$ cat config.mk
export PLATFORM = sky130hd
export DESIGN_NAME = tdm_monitor
export DESIGN_NICKNAME = d
export VERILOG_FILES = /design/src/tdm_pkg.sv /design/src/tdm_monitor.sv
export VERILOG_INCLUDE_DIRS = /design/src
export SDC_FILE = /design/constraint.sdc
export NUM_CORES = 1
export LEC_CHECK = 0
export BUFFER_PORTS_ARGS = -buffer_cell sky130_fd_sc_hd__buf_2
export CAP_MARGIN = 10
export CELL_PAD_IN_SITES_DETAIL_PLACEMENT = 1
export CELL_PAD_IN_SITES_GLOBAL_PLACEMENT = 2
export CORE_MARGIN = 2
export CORE_UTILIZATION = 40
export CTS_CLUSTER_DIAMETER = 100
export CTS_CLUSTER_SIZE = 30
export DETAILED_ROUTE_END_ITERATION = 10
export MAX_ROUTING_LAYER = met4
export PLACE_DENSITY_LB_ADDON = 0.1
export SYNTH_ARGS = -nofsm -noshare
export SYNTH_HDL_FRONTEND = slang
export SYNTH_SLANG_ARGS = --single-unit
$ cat constraint.sdc
create_clock -name mclk -period 3.25 [get_ports mclk]
set_clock_uncertainty 0.1 [all_clocks]
set_input_delay 0.8125 -clock mclk [delete_from_list [all_inputs] [get_ports mclk]]
set_output_delay 0.8125 -clock mclk [all_outputs]
set_load 0.005 [all_outputs]
$ cat src/tdm_defines.svh
`ifndef TDM_DEFINES_SVH
`define TDM_DEFINES_SVH
// ----------------------------------------
// register offsets (8-bit pointer space)
// ----------------------------------------
`define TDM_OFS_LOCAL 8'h00
`define TDM_OFS_REM_HI 8'h01
`define TDM_OFS_STATUS 8'h02
`define TDM_OFS_CONFIG 8'h03
`define TDM_OFS_RATE 8'h04
`define TDM_OFS_LIM_LH 8'h05
`define TDM_OFS_LIM_LL 8'h06
`define TDM_OFS_LIM_RH 8'h07
`define TDM_OFS_LIM_RL 8'h08
`define TDM_OFS_LIM_RHL 8'h09
`define TDM_OFS_LIM_RLL 8'h0a
`define TDM_OFS_LIM_LT 8'h0b
`define TDM_OFS_LIM_RT 8'h0c
`define TDM_OFS_TMO 8'h0d
`define TDM_OFS_REM_LO 8'h10
// ----------------------------------------
// limit array indices and reset values
// ----------------------------------------
`define TDM_LI_LH 3'h0
`define TDM_LI_LL 3'h1
`define TDM_LI_RH 3'h2
`define TDM_LI_RL 3'h3
`define TDM_LI_RHL 3'h4
`define TDM_LI_RLL 3'h5
`define TDM_LI_LT 3'h6
`define TDM_LI_RT 3'h7
`define TDM_LIM_HIGH_RST 8'h55
`define TDM_LIM_LOW_RST 8'h00
`define TDM_CFG_RST 8'h00
`define TDM_RATE_RST 4'h8
`define TDM_RATE_MAX 4'ha
// ----------------------------------------
// data format, quarter degrees
// ----------------------------------------
`define TDM_EXT_OFFSET 12'sh100
`define TDM_DEF_MAX 12'sh1f4
`define TDM_EXT_MIN 12'shf00
`define TDM_EXT_MAX 12'sh2ff
// ----------------------------------------
// timing
// ----------------------------------------
`define TDM_CLK_MHZ 200
`define TDM_TMO_MS 25
`define TDM_TMO_CYC (`TDM_TMO_MS * `TDM_CLK_MHZ * 1000)
`define TDM_CONV_BASE_MS 16000
`define TDM_CONV_BASE_CYC (64'(`TDM_CONV_BASE_MS) * `TDM_CLK_MHZ * 1000)
`endif

$ cat src/tdm_pkg.sv
package tdm_pkg;
  typedef struct packed {
    logic alarm_mask;
    logic standby;
    logic alarm_as_shutdown;
    logic [1:0] spare_hi;
    logic ext_range;
    logic [1:0] spare_lo;
  } tdm_cfg_t;
  typedef struct packed {
    logic busy;
    logic local_high;
    logic local_low;
    logic remote_high;
    logic remote_low;
    logic sensor_fault;
    logic remote_shdn;
    logic local_shdn;
  } tdm_status_t;
  typedef struct packed {
    logic done;
    logic fault;
    logic signed [11:0] temp;
  } tdm_conv_t;
  typedef enum logic [2:0] {CV_WAIT = 3'b001, CV_LOCAL = 3'b010, CV_REMOTE = 3'b100} tdm_cv_state_t;
  typedef enum logic [4:0] {
    SB_IDLE = 5'b00001, SB_ADDR = 5'b00010, SB_PTR = 5'b00100, SB_WDATA = 5'b01000, SB_RDATA = 5'b10000
  } tdm_sb_state_t;
endpackage : tdm_pkg

$ cat src/tdm_monitor.sv
// Functional notes
// - converter runs continuously, starting each conversion without host trigger
// - conversions alternate between local and remote channel
// - each result is written to its own channel's value register
// - results compared against high, low, shutdown limits in eight limit registers
// - out-of-limit outcomes set flag bits in the readable status register
// - alarm output asserts when a result is above high or below low
// - alarm output also asserts on an external sensor fault
// - shutdown output goes low while a temperature exceeds its shutdown limit
// - configuration can turn the alarm pin into a second shutdown output
// - limits and configuration written over SMBus; every register reads back
// - standby control stops the free-running conversions
// - controls for range, alarm mask and alarm pin function
// - host-selected rate sets how often the measurement sequence repeats
// - user-enabled SMBus timeout of 25 ms, off after reset
// - configuration bit 2 selects extended range, else default range
// - extended range reports offset binary with 64 degree offset, default plain binary
// - reading remote low byte freezes remote high byte until it is read
// - local result at 0x00, remote high at 0x01, remote low at 0x10
`include "tdm_defines.svh"
`timescale 1ns/1ps
`default_nettype none
module tdm_monitor #(
  parameter logic [6:0] SLAVE_ADDR = 7'h2a, // arbitrary value
  parameter int unsigned TMO_CYC = `TDM_TMO_CYC,
  parameter logic [31:0] CONV_BASE_CYC = 32'(`TDM_CONV_BASE_CYC)
) (
  input wire logic mclk,
  input wire logic rst,
  input wire logic serial_clk_pin,
  input wire logic serial_data_pin,
  output logic serial_data_out,
  output logic serial_data_oe,
  input wire tdm_pkg::tdm_conv_t conv,
  output logic conv_start,
  output logic conv_remote,
  output logic alarm_out_n,
  output logic overtemp_shutdown_out_n
);
  import tdm_pkg::*;
  // ----------------------------------------
  // pin synchronisers
  // ----------------------------------------
  logic [2:0] scl_s, sda_s;
  logic scl_f, sda_f, scl_d, sda_d;
  always_ff @(posedge mclk) begin
    scl_s <= {scl_s[1:0], serial_clk_pin};
    sda_s <= {sda_s[1:0], serial_data_pin};
  end
  always_ff @(posedge mclk) begin
    if (rst) begin
      scl_f <= 1'b1;
      sda_f <= 1'b1;
      scl_d <= 1'b1;
      sda_d <= 1'b1;
    end else begin
      if (scl_s[1] == scl_s[2]) scl_f <= scl_s[2];
      if (sda_s[1] == sda_s[2]) sda_f <= sda_s[2];
      scl_d <= scl_f;
      sda_d <= sda_f;
    end
  end
  wire logic scl_rise = scl_f & ~scl_d;
  wire logic scl_fall = ~scl_f & scl_d;
  wire logic bus_start = scl_f & scl_d & sda_d & ~sda_f;
  wire logic bus_stop = scl_f & scl_d & ~sda_d & sda_f;
  // ----------------------------------------
  // register state
  // ----------------------------------------
  tdm_cfg_t cfg;
  tdm_status_t status;
  logic [3:0] rate;
  logic tmo_en;
  logic [7:0] lim [8];
  logic [7:0] local_val, rem_hi, rem_lo;
  logic [9:0] rem_cur;
  logic lock;
  logic wr_en, rd_en;
  logic [7:0] ptr, wr_data;
  logic [2:0] wr_idx;
  logic wr_lim;
  always_comb begin
    wr_lim = 1'b1;
    unique case (ptr)
      `TDM_OFS_LIM_LH: wr_idx = `TDM_LI_LH;
      `TDM_OFS_LIM_LL: wr_idx = `TDM_LI_LL;
      `TDM_OFS_LIM_RH: wr_idx = `TDM_LI_RH;
      `TDM_OFS_LIM_RL: wr_idx = `TDM_LI_RL;
      `TDM_OFS_LIM_RHL: wr_idx = `TDM_LI_RHL;
      `TDM_OFS_LIM_RLL: wr_idx = `TDM_LI_RLL;
      `TDM_OFS_LIM_LT: wr_idx = `TDM_LI_LT;
      `TDM_OFS_LIM_RT: wr_idx = `TDM_LI_RT;
      default: begin
        wr_idx = `TDM_LI_LH;
        wr_lim = 1'b0;
      end
    endcase
  end
  for (genvar i = 0; i < 8; i++) begin : g_lim
    localparam logic [7:0] RST_V = (i == 1 || i == 3 || i == 5) ? `TDM_LIM_LOW_RST : `TDM_LIM_HIGH_RST;
    always_ff @(posedge mclk) begin
      if (rst) lim[i] <= RST_V;
      else if (wr_en && wr_lim && wr_idx == 3'(i)) lim[i] <= wr_data;
    end
  end
  always_ff @(posedge mclk) begin
    if (rst) begin
      cfg <= `TDM_CFG_RST;
      rate <= `TDM_RATE_RST;
      tmo_en <= 1'b0;
    end else if (wr_en) begin
      if (ptr == `TDM_OFS_CONFIG) cfg <= wr_data;
      if (ptr == `TDM_OFS_RATE) rate <= (wr_data[3:0] > `TDM_RATE_MAX) ? `TDM_RATE_MAX : wr_data[3:0];
      if (ptr == `TDM_OFS_TMO) tmo_en <= wr_data[0];
    end
  end
  function automatic logic [7:0] rd_mux(input logic [7:0] p);
    unique case (p)
      `TDM_OFS_LOCAL: return local_val;
      `TDM_OFS_REM_HI: return rem_hi;
      `TDM_OFS_REM_LO: return rem_lo;
      `TDM_OFS_STATUS: return status;
      `TDM_OFS_CONFIG: return cfg;
      `TDM_OFS_RATE: return {4'h0, rate};
      `TDM_OFS_TMO: return {7'h00, tmo_en};
      `TDM_OFS_LIM_LH: return lim[`TDM_LI_LH];
      `TDM_OFS_LIM_LL: return lim[`TDM_LI_LL];
      `TDM_OFS_LIM_RH: return lim[`TDM_LI_RH];
      `TDM_OFS_LIM_RL: return lim[`TDM_LI_RL];
      `TDM_OFS_LIM_RHL: return lim[`TDM_LI_RHL];
      `TDM_OFS_LIM_RLL: return lim[`TDM_LI_RLL];
      `TDM_OFS_LIM_LT: return lim[`TDM_LI_LT];
      `TDM_OFS_LIM_RT: return lim[`TDM_LI_RT];
      default: return 8'h00;
    endcase
  endfunction
  // read byte for the current pointer; a bit-select of a call result is not legal
  logic [7:0] rd_byte;
  always_comb rd_byte = rd_mux(ptr);
  // ----------------------------------------
  // smbus slave
  // ----------------------------------------
  tdm_sb_state_t sb;
  logic [3:0] bit_cnt;
  logic [7:0] shift, tx;
  logic rw, mack;
  logic [31:0] tmo_cnt;
  wire logic tmo_hit = tmo_en && sb != SB_IDLE && !scl_f && tmo_cnt == 32'(TMO_CYC - 1);
  always_ff @(posedge mclk) begin
    if (rst || !tmo_en || scl_f || sb == SB_IDLE) tmo_cnt <= 32'h0;
    else tmo_cnt <= tmo_cnt + 32'h1;
  end
  always_ff @(posedge mclk) begin
    if (rst) begin
      sb <= SB_IDLE;
      bit_cnt <= 4'h0;
      shift <= 8'h00;
      tx <= 8'h00;
      rw <= 1'b0;
      mack <= 1'b0;
      ptr <= 8'h00;
      wr_en <= 1'b0;
      rd_en <= 1'b0;
      wr_data <= 8'h00;
      serial_data_oe <= 1'b0;
      serial_data_out <= 1'b0;
    end else begin
      wr_en <= 1'b0;
      rd_en <= 1'b0;
      if (bus_stop || tmo_hit) begin
        sb <= SB_IDLE;
        serial_data_oe <= 1'b0;
      end else if (bus_start) begin
        sb <= SB_ADDR;
        bit_cnt <= 4'h0;
        serial_data_oe <= 1'b0;
      end else if (scl_rise && sb != SB_IDLE) begin
        bit_cnt <= bit_cnt + 4'h1;
        if (bit_cnt < 4'h8) shift <= {shift[6:0], sda_f};
        else mack <= ~sda_f;
      end else if (scl_fall && sb != SB_IDLE) begin
        if (bit_cnt == 4'h8) begin
          serial_data_oe <= sb != SB_RDATA;
          unique case (sb)
            SB_ADDR: begin
              rw <= shift[0];
              if (shift[7:1] != SLAVE_ADDR) begin
                sb <= SB_IDLE;
                serial_data_oe <= 1'b0;
              end
            end
            SB_PTR: ptr <= shift;
            SB_WDATA: begin
              wr_data <= shift;
              wr_en <= 1'b1;
            end
            default: ;
          endcase
        end else if (bit_cnt == 4'h9) begin
          bit_cnt <= 4'h0;
          serial_data_oe <= 1'b0;
          if ((sb == SB_ADDR && rw) || (sb == SB_RDATA && mack)) begin
            sb <= SB_RDATA;
            tx <= {rd_byte[6:0], 1'b0};
            serial_data_oe <= ~rd_byte[7];
            rd_en <= 1'b1;
          end else if (sb == SB_RDATA) sb <= SB_IDLE;
          else if (sb == SB_ADDR) sb <= SB_PTR;
          else sb <= SB_WDATA;
        end else if (sb == SB_RDATA) begin
          serial_data_oe <= ~tx[7];
          tx <= {tx[6:0], 1'b0};
        end
      end
    end
  end
  // ----------------------------------------
  // conversion sequencer
  // ----------------------------------------
  tdm_cv_state_t cv;
  logic [31:0] wait_cnt;
  logic cmp_l, cmp_r, fault_now;
  function automatic logic [9:0] fmt(input logic signed [11:0] t, input logic ext);
    logic signed [11:0] c;
    c = t;
    if (ext) begin
      if (c < `TDM_EXT_MIN) c = `TDM_EXT_MIN;
      else if (c > `TDM_EXT_MAX) c = `TDM_EXT_MAX;
      c = c + `TDM_EXT_OFFSET;
    end else begin
      if (c < 12'sh000) c = 12'sh000;
      else if (c > `TDM_DEF_MAX) c = `TDM_DEF_MAX;
    end
    return c[9:0];
  endfunction
  wire logic [9:0] fmt_now = fmt(conv.temp, cfg.ext_range);
  always_ff @(posedge mclk) begin
    if (rst) begin
      cv <= CV_WAIT;
      wait_cnt <= 32'h0;
      conv_start <= 1'b0;
      conv_remote <= 1'b0;
    end else begin
      conv_start <= 1'b0;
      unique case (cv)
        CV_WAIT: begin
          if (!cfg.standby && wait_cnt == 32'h0) begin
            cv <= CV_LOCAL;
            conv_start <= 1'b1;
            conv_remote <= 1'b0;
          end else if (wait_cnt != 32'h0) wait_cnt <= wait_cnt - 32'h1;
        end
        CV_LOCAL: if (conv.done) begin
          cv <= CV_REMOTE;
          conv_start <= 1'b1;
          conv_remote <= 1'b1;
        end
        CV_REMOTE: if (conv.done) begin
          cv <= CV_WAIT;
          wait_cnt <= CONV_BASE_CYC >> rate;
        end
        default: cv <= CV_WAIT;
      endcase
    end
  end
  always_ff @(posedge mclk) begin
    if (rst) begin
      local_val <= 8'h00;
      rem_hi <= 8'h00;
      rem_lo <= 8'h00;
      rem_cur <= 10'h000;
      lock <= 1'b0;
      cmp_l <= 1'b0;
      cmp_r <= 1'b0;
      fault_now <= 1'b0;
    end else begin
      cmp_l <= conv.done && cv == CV_LOCAL;
      cmp_r <= conv.done && cv == CV_REMOTE;
      if (conv.done && cv == CV_LOCAL) local_val <= fmt_now[9:2];
      if (conv.done && cv == CV_REMOTE) begin
        rem_lo <= {fmt_now[1:0], 6'h00};
        rem_cur <= fmt_now;
        fault_now <= conv.fault;
        if (!lock) rem_hi <= fmt_now[9:2];
      end
      if (rd_en && ptr == `TDM_OFS_REM_LO) lock <= 1'b1;
      else if (rd_en && ptr == `TDM_OFS_REM_HI) lock <= 1'b0;
    end
  end
  // ----------------------------------------
  // limit compare, status, pins
  // ----------------------------------------
  tdm_status_t st_set;
  logic shdn_l, shdn_r;
  always_comb begin
    st_set = '0;
    st_set.local_high = cmp_l && local_val > lim[`TDM_LI_LH];
    st_set.local_low = cmp_l && local_val < lim[`TDM_LI_LL];
    st_set.local_shdn = cmp_l && local_val > lim[`TDM_LI_LT];
    st_set.remote_high = cmp_r && rem_cur > {lim[`TDM_LI_RH], lim[`TDM_LI_RHL][7:6]};
    st_set.remote_low = cmp_r && rem_cur < {lim[`TDM_LI_RL], lim[`TDM_LI_RLL][7:6]};
    st_set.remote_shdn = cmp_r && rem_cur[9:2] > lim[`TDM_LI_RT];
    st_set.sensor_fault = cmp_r && fault_now;
  end
  wire logic st_clr = rd_en && ptr == `TDM_OFS_STATUS;
  always_ff @(posedge mclk) begin
    if (rst) begin
      status <= '0;
      shdn_l <= 1'b0;
      shdn_r <= 1'b0;
    end else begin
      status <= (st_clr ? tdm_status_t'(8'h00) : status) | st_set;
      status.busy <= cv != CV_WAIT;
      if (cmp_l) shdn_l <= st_set.local_shdn;
      if (cmp_r) shdn_r <= st_set.remote_shdn;
    end
  end
  wire logic alarm_cond = status.local_high | status.local_low | status.remote_high | status.remote_low;
  always_ff @(posedge mclk) begin
    if (rst) begin
      alarm_out_n <= 1'b1;
      overtemp_shutdown_out_n <= 1'b1;
    end else begin
      overtemp_shutdown_out_n <= ~(shdn_l | shdn_r);
      if (cfg.alarm_as_shutdown) alarm_out_n <= ~(shdn_l | shdn_r);
      else alarm_out_n <= ~(~cfg.alarm_mask & (alarm_cond | status.sensor_fault));
    end
  end
endmodule : tdm_monitor
`default_nettype wire

==> results.sh <==
export IMPL_power_leakage_uw=0.00522
export IMPL_setup_worst_path_start="ptr[4]"
export IMPL_cts_made_buffers=14
export IMPL_cts_hold_fix_buffers=0
export IMPL_regArea_um2=5510
export IMPL_chipWidth_um=184
export IMPL_areaGrowthSynthToFinish_pct=9.48
export IMPL_synth_top_cells_by_area="dfxtp_1 (28%), edfxtp_1 (15%), ha_1 (5.4%)"
export IMPL_crit_type="flop to flop"
export IMPL_whs_ns=0.264
export IMPL_vias=11200
export IMPL_clock_latency_ns=0.53
export IMPL_root_buffer="clkbuf_16"
export IMPL_crit_path_top_delay_cell="or4_1"
export IMPL_viasPerCell=5.74
export IMPL_dr_pass1_iters=5
export IMPL_synth_area_um2=13000
export IMPL_layout_nets=1574
export IMPL_r2r_end="rate[2]"
export IMPL_dp_hpwl_mm=30.8
export IMPL_grt_pass1_vias=11200
export IMPL_peakVddDrop_v=0.000375
export IMPL_outcome="completed"
export IMPL_synth_cell_types=79
export IMPL_drc=0
export IMPL_wl_mm=41.5
export IMPL_die_h_um=184
export IMPL_slew_viol_final=0
export IMPL_ys_ff_latch=243
export IMPL_postCtsSetupRepairBufs=0
export IMPL_worst_slew_pin_slew_ns=1.13
export IMPL_startpoint_type="flop"
export IMPL_grt_pass1_wl_mm=65.2
export IMPL_slowest_delay_ns=0.76
export IMPL_synth_cells=1495
export IMPL_antenna_found_initial=2
export IMPL_hold_class="flop to flop"
export IMPL_gp_congestion=0.930
export IMPL_period_minus_slack_ns=2.84
export IMPL_seq_area_frac_synth_pct=42.3
export IMPL_cts_tree="yes"
export IMPL_yosysTopAreaCell="dfxtp_1"
export IMPL_syn_area_per_cell_um2=8.71
export IMPL_numPortBuffers=22
export IMPL_r2r_start="ptr[4]"
export IMPL_final_hold_violation_count=0
export IMPL_grt_usage_pct=25.5
export IMPL_multiInputGateArea_um2=6890
export IMPL_rrSetupSlack_ns=0.41
export IMPL_clock_sinks=243
export IMPL_critPathRequiredTime_ns=3.58
export IMPL_max_freq_mhz=352
export IMPL_ys_flop_type="dfxtp_1"
export IMPL_rsz0062_at_grt="false"
export IMPL_layout_drive_gt1_share_pct=8.55
export IMPL_maxSlewHeadroom_pct=24.7
export IMPL_final_common_cell="dfxtp_1"
export IMPL_ctsResizeCount=0
export IMPL_cts_buffer_depth=3
export IMPL_crit_top_cell="nor2_1"
export IMPL_reg2reg_depth=7
export IMPL_clk_pin_slew_worst_paths_ns=0.11
export IMPL_power_density_nw_per_um2=521
export IMPL_diodes=0
export IMPL_ys_async_sr_fraction_pct=0
export IMPL_synth_edf_count=64
export IMPL_tns_ns=0
export IMPL_io_pin_count=24
export IMPL_start_util_pct=40.3
export IMPL_setup_violations=0
export IMPL_drt_iter0_drc=630
export IMPL_drtAntennaViolNets=0
export IMPL_cap_violations=0
export IMPL_crit_chain="or4_1 > nor2_1 > buf_4 > nand3_1 > nor3b_1 > a21oi_1 > nor2_1"
export IMPL_dieArea_um2=34000
export IMPL_fin_crit_sh_pct=87.4
export IMPL_arrival_ns=3.17
export IMPL_final_cell_mix="dfxtp_1 (177), nor2_1 (159), a21oi_1 (123), nand2_1 (107), o21ai_0 (83)"
export IMPL_grt_max_degree=72
export IMPL_cp_endpoint="rate[2]"
export IMPL_core_um2=32300
export IMPL_path_max_fanout=9
export IMPL_htreeDepth=1
export IMPL_end_kind="flop"
export IMPL_overflow=0
export IMPL_rows=66
export IMPL_synth_fp_nets=1569
export IMPL_nFillCells=3760
export IMPL_synth_top_area_share_pct=27.5
export IMPL_yosys_warnings=0
export IMPL_wl_per_cell_um=21.3
how the worst min path moves through the flow:
stage / to / depth (start not counted) / start
2_1_floorplan: scl_s[1] / 0 / scl_s[0]
3_3_place_gp: sda_s[1] / 0 / sda_s[0]
3_5_place_dp: sda_s[1] / 0 / sda_s[0]
4_1_cts: sda_s[1] / 0 / sda_s[0]
5_1_grt: sda_s[1] / 0 / sda_s[0]
6_report: sda_s[1] / 0 / sda_s[0]
layout make-up:
class	instances	share of cell area, %
clock inverter	6	0.658
tap	442	3.88
sequential	243	38.6
inverter	81	2.13
timing repair buffer	71	3.46
clock buffer	18	2.86
multi-input combinational	1089	48.4
critical path: cells and delay by family, from the launching register on:
kind            cells  cell delay (ns)
buf+inv             1             0.25
flops               1             0.35
simple gates        5             1.97
compound gates      1             0.06
registers in the layout, indices dropped and copies added (netlist names), 10 cells and up:
signal,flops
rem_cur,10
lim,64
wait_cnt,32
tmo_cnt,32
synthesized netlist by cell type (7+ instances only):
master,number
dfxtp_1,179
nor2_1,159
a21oi_1,123
nand2_1,107
o21ai_0,83
inv_1,81
edfxtp_1,64
clkbuf_1,60
ha_1,56
and2_1,47
mux2i_1,46
nand3_1,45
nor3_1,43
nand2b_1,32
nand4_1,26
o21ai_1,25
xor2_1,20
nor4_1,19
nor2b_1,18
a211oi_1,16
and3_1,16
buf_2,12
xnor2_1,12
a31oi_1,11
o21a_1,11
o31ai_1,11
or3_1,11
a22oi_1,10
o22ai_1,10
o211ai_1,9
a21o_1,8
a221oi_1,7
buf_1,7
cells by family after synthesis:
kind of cell,after synthesis,share of synthesized area (%)
AOI/OAI and AO/OA,377,18.0
DFF,243,42.3
other,1,0.0288
adders and majority gates,56,5.38
xor gates and xnor gates,32,2.15
and+or+nand+nor,570,22.8
muxes,53,4.40
buffers and inverters,163,4.90
power by group:
group,switching [uW],internal (uW)
Clock,1110,1080
Combinational,1110,686
Sequential,181,3260
Total,2400,5020
layer usage:
metal	track usage, %	wire length, um	share of wire (%)
met5	-	0	0
met2	41.7	19800	48
met3	2.79	1480	3.6
met4	7.49	1360	3.3
met1	33.3	18900	46
through the flow:
stage	utilization [%]	cell area [um^2]	setup WS (ns)	power [uW]	instances
after floorplan	-	13000	0.774	4760	1495
after global placement	42.6	13700	0.554	5280	1926
after detailed placement	42.6	13700	0.461	5310	1926
after CTS	44.1	14300	0.437	7520	1950
after global routing	44.1	14300	0.162	7850	1950
final	44.1	14300	0.409	7430	1950
No activity file was read; power rests on OpenSTA's default activity.
